<file path="src/common/pmon_pkg.sv">
package pmon_pkg;
  localparam int unsigned CLK_PERIOD_NS      = 25;
  localparam int unsigned CYC_PER_US_DEF     = 1000 / CLK_PERIOD_NS;
  localparam int unsigned DELAY_STEP_MS      = 2;
  localparam int unsigned DELAY_MAX_MS       = 510;
  localparam int unsigned DELAY_STEP_CYC_DEF = DELAY_STEP_MS * 1000000 / CLK_PERIOD_NS;
  localparam int unsigned CT_MIN_US          = 50;
  localparam int unsigned CT_MAX_US          = 4120;
  // Conversion period per code in microseconds, code 7 first.
  localparam logic [7:0][12:0] CT_US = {13'h1018, 13'h081A, 13'h041C, 13'h021C,
                                        13'h0118, 13'h0096, 13'h0054, 13'h0032};
  // Averaging count per code as a power of two: 1, 4, 16, 64, 128, 256, 512, 1024.
  localparam logic [7:0][3:0] AVG_SHIFT = {4'hA, 4'h9, 4'h8, 4'h7, 4'h6, 4'h4, 4'h2, 4'h0};
  localparam int unsigned TC_SHIFT      = 20;
  localparam int unsigned MODE_CONT_BIT = 2;
  localparam int unsigned MODE_CUR_BIT  = 1;
  localparam int unsigned MODE_BUS_BIT  = 0;

  typedef enum logic [2:0] {
    MODE_SHDN_A   = 3'h0,
    MODE_TRIG_BUS = 3'h1,
    MODE_TRIG_CUR = 3'h2,
    MODE_TRIG_ALL = 3'h3,
    MODE_SHDN_B   = 3'h4,
    MODE_CONT_BUS = 3'h5,
    MODE_CONT_CUR = 3'h6,
    MODE_CONT_ALL = 3'h7
  } mode_t;

  typedef enum logic [2:0] {
    ST_IDLE  = 3'h0,
    ST_DELAY = 3'h1,
    ST_TEMP  = 3'h2,
    ST_SHUNT = 3'h3,
    ST_BUS   = 3'h4,
    ST_WRAP  = 3'h5
  } st_t;

  typedef enum logic [1:0] {
    CH_NONE  = 2'h0,
    CH_TEMP  = 2'h1,
    CH_SHUNT = 2'h2,
    CH_BUS   = 2'h3
  } chan_t;

  typedef struct packed {
    mode_t      mode;
    logic [2:0] avg;
    logic [2:0] bus_ct;
    logic [2:0] sh_ct;
    logic [2:0] tmp_ct;
  } cfg_t;

  typedef struct packed {
    logic [15:0] current;
    logic [15:0] vbus;
    logic [15:0] temp;
  } meas_t;

  localparam cfg_t CFG_RST = '{mode: MODE_CONT_ALL, avg: 3'h0, bus_ct: 3'h5,
                               sh_ct: 3'h5, tmp_ct: 3'h5};
endpackage : pmon_pkg

</file>
<file path="src/verilog/calc_engine.sv">
`timescale 1ns/1ps
`default_nettype none
module calc_engine
  import pmon_pkg::*;
(
  input  wire logic        ref_clk_i,
  input  wire logic        srst_i,
  input  wire logic        acc_clr_i,
  input  wire logic        shunt_go_i,
  input  wire logic [15:0] shunt_raw_i,
  input  wire logic [15:0] temp_i,
  input  wire logic        bus_go_i,
  input  wire logic [15:0] vbus_i,
  input  wire logic [15:0] cur_prev_i,
  output logic      [15:0] cur_corr_o,
  output logic      [47:0] energy_o,
  output logic      [47:0] charge_o
);
  typedef struct packed {
    logic [47:0] energy;
    logic [47:0] charge;
  } calc_state_t;

  calc_state_t s;
  calc_state_t n;
  logic [31:0] tc_prod;
  logic [31:0] tc_corr;
  logic [31:0] p_inst;

  // Temperature correction of the raw shunt result, ready in the same cycle.
  always_comb begin
    tc_prod = 32'($signed(shunt_raw_i) * $signed(temp_i));
    tc_corr = 32'($signed(tc_prod) >>> TC_SHIFT);
    cur_corr_o = 16'(shunt_raw_i - tc_corr[15:0]);
    p_inst = 32'($signed(vbus_i) * $signed(cur_prev_i));
  end

  // Charge grows at each shunt conversion end, energy at each bus conversion end, next to the sequencer.
  always_comb begin
    n = s;
    if (shunt_go_i) begin
      n.charge = s.charge + 48'($signed(cur_corr_o));
    end
    if (bus_go_i) begin
      n.energy = s.energy + 48'($signed(p_inst));
    end
    if (acc_clr_i) begin
      n = '0;
    end
  end

  // State register.
  always_ff @(posedge ref_clk_i) begin
    if (srst_i) begin
      s <= '0;
    end else begin
      s <= n;
    end
  end

  assign energy_o = s.energy;
  assign charge_o = s.charge;
endmodule : calc_engine
`default_nettype wire

</file>
<file path="src/verilog/power_monitor_conversion_sequencer.sv">
`timescale 1ns/1ps
`default_nettype none
module power_monitor_conversion_sequencer
  import pmon_pkg::*;
#(
  parameter int unsigned CYC_PER_US     = CYC_PER_US_DEF,
  parameter int unsigned DELAY_STEP_CYC = DELAY_STEP_CYC_DEF
) (
  input  wire logic        ref_clk_i,
  input  wire logic        srst_i,
  input  wire logic        cfg_wr_i,
  input  wire cfg_t        cfg_i,
  input  wire logic [7:0]  start_delay_field_i,
  input  wire logic        diag_rd_i,
  input  wire logic        done_to_alert_enable_i,
  input  wire logic [15:0] adc_result_i,
  output meas_t            meas_o,
  output logic      [31:0] power_o,
  output logic      [47:0] energy_o,
  output logic      [47:0] charge_o,
  output logic             accum_valid_o,
  output logic             conversion_done_flag_o,
  output logic             alert_o,
  output chan_t            adc_chan_o,
  output logic             adc_start_o,
  output logic      [2:0]  adc_ct_o,
  output logic             busy_o
);
  typedef struct packed {
    st_t         st;
    cfg_t        cfg;
    logic [7:0]  dly;
    logic [23:0] step;
    logic [17:0] tmr;
    logic [10:0] smp;
    logic [25:0] acc_c;
    logic [25:0] acc_v;
    logic [25:0] acc_t;
    logic [15:0] t_last;
    meas_t       meas;
    logic [31:0] pwr;
    logic        done;
    logic        alert;
    logic        acc_ok;
    logic        start;
    chan_t       chan;
    logic [2:0]  ct;
    logic        busy;
  } state_t;

  state_t      s;
  state_t      n;
  logic        last;
  logic        done_set;
  logic        shunt_go;
  logic        bus_go;
  logic        acc_clr;
  logic [15:0] cur_corr;

  // Timer load for one conversion period of the given code: its cycle count minus one.
  function automatic logic [17:0] ct_cycles(input logic [2:0] code);
    ct_cycles = 18'(CT_US[code] * CYC_PER_US - 1);
  endfunction : ct_cycles

  // Starts one conversion on a channel and tells the converter its period.
  function automatic state_t load_conv(input state_t x, input st_t st,
                                       input chan_t ch, input logic [2:0] ct);
    state_t r;
    r = x;
    r.st = st;
    r.chan = ch;
    r.ct = ct;
    r.tmr = ct_cycles(ct);
    r.start = 1'b1;
    r.busy = 1'b1;
    return r;
  endfunction : load_conv

  // First conversion of a sequence: temperature if current is on, else bus.
  function automatic state_t begin_seq(input state_t x);
    state_t r;
    if (x.cfg.mode[MODE_CUR_BIT]) begin
      r = load_conv(x, ST_TEMP, CH_TEMP, x.cfg.tmp_ct);
    end else begin
      r = load_conv(x, ST_BUS, CH_BUS, x.cfg.bus_ct);
    end
    return r;
  endfunction : begin_seq

  // Temperature correction and accumulation of energy and charge.
  calc_engine u_calc (
    .ref_clk_i   (ref_clk_i),
    .srst_i      (srst_i),
    .acc_clr_i   (acc_clr),
    .shunt_go_i  (shunt_go),
    .shunt_raw_i (adc_result_i),
    .temp_i      (s.t_last),
    .bus_go_i    (bus_go),
    .vbus_i      (adc_result_i),
    .cur_prev_i  (s.meas.current),
    .cur_corr_o  (cur_corr),
    .energy_o    (energy_o),
    .charge_o    (charge_o)
  );

  // Sequencer: delay, conversions in turn, averaging and result loading.
  always_comb begin
    n = s;
    n.start = 1'b0;
    shunt_go = 1'b0;
    bus_go = 1'b0;
    acc_clr = 1'b0;
    done_set = 1'b0;
    last = (s.smp + 11'h001) == (11'h001 << AVG_SHIFT[s.cfg.avg]);
    case (s.st)
      ST_IDLE: begin
        n.busy = 1'b0;
        n.chan = CH_NONE;
      end
      ST_DELAY: begin
        if (s.dly == 8'h00) begin
          n = begin_seq(s);
        end else if (s.step == 24'(DELAY_STEP_CYC - 1)) begin
          n.step = '0;
          n.dly = s.dly - 8'h01;
        end else begin
          n.step = s.step + 24'h00_0001;
        end
      end
      ST_TEMP: begin
        if (s.tmr == '0) begin
          n.t_last = adc_result_i;
          if (s.cfg.avg == 3'h0) begin
            n.meas.temp = adc_result_i;
          end else begin
            n.acc_t = s.acc_t + 26'($signed(adc_result_i));
          end
          n = load_conv(n, ST_SHUNT, CH_SHUNT, s.cfg.sh_ct);
        end else begin
          n.tmr = s.tmr - 18'h0_0001;
        end
      end
      ST_SHUNT: begin
        if (s.tmr == '0) begin
          shunt_go = 1'b1;
          if (s.cfg.avg == 3'h0) begin
            n.meas.current = cur_corr;
          end else begin
            n.acc_c = s.acc_c + 26'($signed(cur_corr));
          end
          if (s.cfg.mode[MODE_BUS_BIT]) begin
            n = load_conv(n, ST_BUS, CH_BUS, s.cfg.bus_ct);
          end else begin
            n.st = ST_WRAP;
            n.chan = CH_NONE;
          end
        end else begin
          n.tmr = s.tmr - 18'h0_0001;
        end
      end
      ST_BUS: begin
        if (s.tmr == '0) begin
          bus_go = 1'b1;
          if (s.cfg.avg == 3'h0) begin
            n.meas.vbus = adc_result_i;
          end else begin
            n.acc_v = s.acc_v + 26'($signed(adc_result_i));
          end
          n.st = ST_WRAP;
          n.chan = CH_NONE;
        end else begin
          n.tmr = s.tmr - 18'h0_0001;
        end
      end
      ST_WRAP: begin
        n.smp = s.smp + 11'h001;
        if (!last) begin
          n = begin_seq(n);
        end else begin
          if (s.cfg.avg != 3'h0) begin
            if (s.cfg.mode[MODE_CUR_BIT]) begin
              n.meas.current = 16'($signed(s.acc_c) >>> AVG_SHIFT[s.cfg.avg]);
              n.meas.temp = 16'($signed(s.acc_t) >>> AVG_SHIFT[s.cfg.avg]);
            end
            if (s.cfg.mode[MODE_BUS_BIT]) begin
              n.meas.vbus = 16'($signed(s.acc_v) >>> AVG_SHIFT[s.cfg.avg]);
            end
          end
          if (s.cfg.mode[MODE_BUS_BIT]) begin
            n.pwr = 32'($signed(n.meas.vbus) * $signed(n.meas.current));
          end
          done_set = 1'b1;
          n.smp = '0;
          n.acc_c = '0;
          n.acc_v = '0;
          n.acc_t = '0;
          if (s.cfg.mode[MODE_CONT_BIT]) begin
            n = begin_seq(n);
          end else begin
            n.st = ST_IDLE;
            n.busy = 1'b0;
          end
        end
      end
      default: begin
        n.st = ST_IDLE;
        n.busy = 1'b0;
        n.chan = CH_NONE;
      end
    endcase
    // A mode write aborts the run; a shutdown mode stops in idle, any other restarts from the delay countdown.
    if (cfg_wr_i) begin
      n.cfg = cfg_i;
      n.smp = '0;
      n.acc_c = '0;
      n.acc_v = '0;
      n.acc_t = '0;
      n.chan = CH_NONE;
      n.start = 1'b0;
      if (cfg_i.mode[MODE_CUR_BIT:MODE_BUS_BIT] == 2'h0) begin
        n.st = ST_IDLE;
        n.busy = 1'b0;
      end else begin
        n.st = ST_DELAY;
        n.dly = start_delay_field_i;
        n.step = '0;
        n.busy = 1'b1;
        n.done = 1'b0;
        acc_clr = 1'b1;
      end
    end
    // Clears lose to a completion in the same cycle.
    if (diag_rd_i) begin
      n.done = 1'b0;
    end
    if (done_set) begin
      n.done = 1'b1;
    end
    n.alert = done_to_alert_enable_i & n.done;
    n.acc_ok = n.cfg.mode[MODE_CONT_BIT];
  end

  // State register; after reset a continuous run starts with no delay.
  always_ff @(posedge ref_clk_i) begin
    if (srst_i) begin
      s <= '0;
      s.st <= ST_DELAY;
      s.cfg <= CFG_RST;
      s.busy <= 1'b1;
      s.acc_ok <= 1'b1;
    end else begin
      s <= n;
    end
  end

  // Outputs come straight from the state register.
  assign meas_o = s.meas;
  assign power_o = s.pwr;
  assign accum_valid_o = s.acc_ok;
  assign conversion_done_flag_o = s.done;
  assign alert_o = s.alert;
  assign adc_chan_o = s.chan;
  assign adc_start_o = s.start;
  assign adc_ct_o = s.ct;
  assign busy_o = s.busy;
endmodule : power_monitor_conversion_sequencer
`default_nettype wire

</file>
<file path="config.mk">
export PLATFORM = sky130hd
export DESIGN_NAME = power_monitor_conversion_sequencer
export DESIGN_NICKNAME = d
export VERILOG_FILES = /design/src/common/pmon_pkg.sv /design/src/verilog/calc_engine.sv /design/src/verilog/power_monitor_conversion_sequencer.sv
export SDC_FILE = /design/constraint.sdc
export NUM_CORES = 2
export LEC_CHECK = 0
export BUFFER_PORTS_ARGS = -buffer_cell sky130_fd_sc_hd__buf_4
export CAP_MARGIN = 20
export CORE_ASPECT_RATIO = 1.25
export CORE_MARGIN = 1
export CORE_UTILIZATION = 65
export DETAILED_ROUTE_END_ITERATION = 10
export GPL_TIMING_DRIVEN = 0
export PLACE_DENSITY = 0.91
export SYNTH_ARGS = -nofsm -noshare
export SYNTH_HDL_FRONTEND = slang
export SYNTH_SLANG_ARGS = --single-unit
</file>
<file path="constraint.sdc">
create_clock -name ref_clk_i -period 18.25 [get_ports ref_clk_i]
set_input_delay 2.7375 -clock ref_clk_i [delete_from_list [all_inputs] [get_ports ref_clk_i]]
set_output_delay 2.7375 -clock ref_clk_i [all_outputs]
set_load 0.01 [all_outputs]
</file>
==> summary.log <==
INFO  timing         final.setup.tns=0ns
INFO  grt            maximum_number_of_pins_on_one_net_before_global_route_repair=44
INFO  final_layout   multi_input_area=46200um2
INFO  critical_path  worstSetupStartpointType=input port
INFO  final_layout   layout.area.seq=7910um2
INFO  synthesis      postSynthRegisterBits=395
INFO  cts            tritoncts_clock_tree=done
INFO  final_layout   layout-drive-gt1-share=7.12%
INFO  critical_path  cp-end-kind=register
INFO  timing         drv_slew=0
INFO  critical_path  crit_arrival=16.93ns
INFO  placed_design  gp_routability_congestion=1.07
INFO  grt            gr-total-overflow=0
INFO  cts            clock-sinks=395
INFO  floorplan      starting_utilization_of_the_core_area=65.6%
INFO  power          max-vdd-ir-drop=0.0762mV
INFO  cts            cts.htree.levels=2
INFO  critical_path  biggest_cell_delay_along_the_critical_path=0.74ns
INFO  synthesis      yosys_warnings=0
INFO  detailed_routing number_of_drc_violations_after_detailed_routing_iteration_0=5469
INFO  detailed_routing iteration_count_of_the_initial_detailed_routing_pass=9
INFO  cts            buffer_depth_of_the_longest_clock_path=3
INFO  synthesis      dominant_combinational_cell_family_by_area_after_synthesis=adder cells
INFO  timing         hold_ws=0.456ns
INFO  synthesis      ys_types=100
INFO  floorplan      die_width=273um
INFO  min_path       hold_class=register to register
INFO  final_layout   final.fill_count=7129
INFO  synthesis      post_synth_and_or_nand_nor_area_fraction=18.2%
INFO  timing         setup_viol_count_final=0
INFO  critical_path  cpMaxStageDelayCell=xor2_1
INFO  critical_path  cp_max_fo=10
INFO  floorplan      ioPinCount=230
INFO  final_layout   area_growth=8.23%
INFO  power          power.static_leakage=0.0290uW
INFO  timing         rsz0062_at_grt=no
INFO  cts            cts-buffers-inserted=45
INFO  grt            first_global_vias=57000
INFO  cts            post_cts_resize_count=0
INFO  synthesis      synth_mux_area_share=2.55%
INFO  synthesis      post_synth_arst_share=0%
INFO  placed_design  port_buffers=229
INFO  synthesis      synth_fa_ha_area_share=37.0%
INFO  critical_path  timing_worst_setup_path_type=input port to register
INFO  synthesis      synthFlopType=dfxtp_1
INFO  grt            first_pass_grt_wire_length=310mm
INFO  detailed_routing drt_drc_violations_left=0
INFO  timing         min_period_over_period=90.0%
INFO  placed_design  placed_wire_length_estimate=164mm
INFO  floorplan      coreArea=91200um2
INFO  critical_path  timing.critical_path.required=18.75ns
INFO  grt            number_of_antenna_violations_at_the_first_check_in_global_routing=8
INFO  detailed_routing avgViaCountPerCell=6.34
INFO  synthesis      synth-xor-area-share=4.45%
INFO  cts            clk_latency=0.64ns
INFO  floorplan      area_of_the_die=93200um2
INFO  synthesis      netlist_instances=7280
INFO  timing         final_period_minus_worst_setup_slack=16.43ns
INFO  synthesis      synth_sequential_area_ratio=13.2%
INFO  synthesis      synth_enable_flop_cells=0
INFO  detailed_routing ant_nets=0
INFO  cts            postCtsSetupRepairBufs=0
INFO  timing         fmax=60.9MHz
INFO  timing         clock_skew=0.0618ns
INFO  synthesis      netlist_area=59800um2
INFO  grt            grt_util_all_layers=43.3%
INFO  floorplan      fp.dieH=341um
INFO  synthesis      synth_compound_gate_area_share=15.2%
INFO  timing         worst_slew_pin_slew=1.25ns
INFO  timing         final_hold_viol_count=0
INFO  critical_path  crit_path_frequent_cell=fa_1
INFO  floorplan      num_rows=124
INFO  cts            hold_buffers=0
INFO  power          power-per-cell-area=41.3nW/um2
INFO  cts            clockRootBuffer=clkbuf_16
INFO  detailed_routing wl_per_cell=23.0um
INFO  detailed_routing route.final.wire_length=202mm
INFO  synthesis      syn-num-nets=8615
INFO  critical_path  rrSetupSlack=4.35ns
INFO  synthesis      synth_area_per_cell=8.21um2
INFO  job            max_cap_viol_count=0
INFO  cts            clkTransAtPathRegs=0.06ns
INFO  run_status     outcome=finished, final reports clean
INFO  detailed_routing vias=55800
INFO  final_layout   nets=8903
INFO  timing         max_slew_margin=16.0%
logic make-up after synthesis:
logic type,Yosys count
adders and majority gates,1292
DFF,395
xor gates and xnor gates,302
and+or+nand+nor,2355
buffers and inverters,1404
AOI/OAI and AO/OA,1415
muxes,117
state kept, by name (all words and copies together) (netlist names), named ones only:
| signal | flops |
|---|---|
| s | 173 |
| meas_o | 48 |
| u_calc.charge_o | 48 |
| u_calc.energy_o | 48 |
| power_o | 32 |
| adc_ct_o | 3 |
| adc_chan_o | 2 |
| adc_start_o | 1 |
| alert_o | 1 |
| busy_o | 1 |
| conversion_done_flag_o | 1 |
path summary, 6_finish.rpt:
check,depth (start not counted),from,end
worst max-delay path,47,adc_result_i[13],u_calc.charge_o[44]
worst min-delay path,2,power_o[28],power_o[28]
worst max register to register,48,s[98],u_calc.charge_o[44]
worst min register to register,2,power_o[28],power_o[28]
cells in the mapped netlist, types with 39 or more instances:
cell type / n / area [um2]
nand2b_1: 74 / 463
nor3_1: 132 / 661
ha_1: 497 / 6220
xnor2_1: 195 / 1710
dfxtp_1: 395 / 7910
inv_1: 959 / 3600
xor2_1: 106 / 928
nand2_1: 994 / 3730
o21bai_1: 39 / 293
nor2b_1: 54 / 338
nor2_1: 514 / 1930
buf_4: 89 / 668
o211ai_1: 48 / 360
and2_1: 251 / 1570
a21oi_1: 475 / 2380
a211oi_1: 109 / 818
mux2i_1: 70 / 701
nand3_1: 101 / 505
o21ai_0: 232 / 1160
fa_1: 794 / 15900
a22oi_1: 51 / 383
clkbuf_1: 283 / 1060
a21o_1: 114 / 856
o21a_1: 65 / 488
and3_1: 41 / 257
cell type report:
type / instances / area share [%]
multi-input cells: 5481 / 71.4
flip-flops and latches: 395 / 12.2
inverters: 961 / 5.57
plain buffers: 443 / 3.19
repair buffers: 241 / 2.86
well taps: 1197 / 2.31
clock buffers: 58 / 1.91
clock inverters: 22 / 0.497
diodes: 6 / 0.0232
through the flow:
| stage | worst slack (ns) | utilization (%) | std cells | instance area (um2) | total power [uW] |
|---|---|---|---|---|---|
| 6_report | 1.82 | 70.9 | 8804 | 64700 | 2670 |
| 2_1_floorplan | 4.70 | - | 7280 | 59800 | 1410 |
| 5_1_grt | 1.46 | 70.9 | 8801 | 64700 | 2750 |
| 3_5_place_dp | 1.64 | 69.2 | 8714 | 63100 | 1660 |
| 4_1_cts | 2.23 | 70.9 | 8794 | 64700 | 2630 |
| 3_3_place_gp | 0.974 | 69.1 | 8706 | 63000 | 1640 |
placed cells by master, fill, tap and decap left out, types with 34 or more instances in the layout:
master / n
o21bai_1: 39
and3_1: 41
o21ai_0: 232
nand4_1: 35
a21oi_1: 475
nor2b_1: 54
dfxtp_1: 395
xor2_1: 106
o211ai_1: 48
fa_1: 794
clkbuf_1: 290
or3_1: 36
nand2_1: 994
clkbuf_16: 45
o21a_1: 65
nor3_1: 131
a22oi_1: 51
buf_2: 39
a21o_1: 114
nor2_1: 514
nand3_1: 101
a31oi_1: 34
mux2i_1: 70
buf_4: 322
inv_1: 958
and2_1: 251
nand2b_1: 74
a211oi_1: 109
xnor2_1: 195
ha_1: 497
layer usage:
metal,track usage [%],routed length (um),vias up
met2,71.1,94300,3277
li1,-,-,24500
met5,0,32,-
met4,35.0,19700,4
met1,47.3,67600,26900
met3,11.1,20700,1096
critical path, delay by kind of cell:
kind | cells | cell delay, ns
fa+ha+maj | 10 | 4.45
simple gates | 9 | 2.13
buf+inv | 6 | 1.79
xor+xnor | 3 | 1.14
compound gates | 19 | 4.64
where the power goes:
group	leakage [uW]	internal (uW)	switching [uW]	total, uW
clock network	0.000758	568	430	997
registers	0.00320	879	18.4	898
logic	0.0250	247	528	776
total	0.0290	1690	976	2670
(Power assumes the default switching activity.)
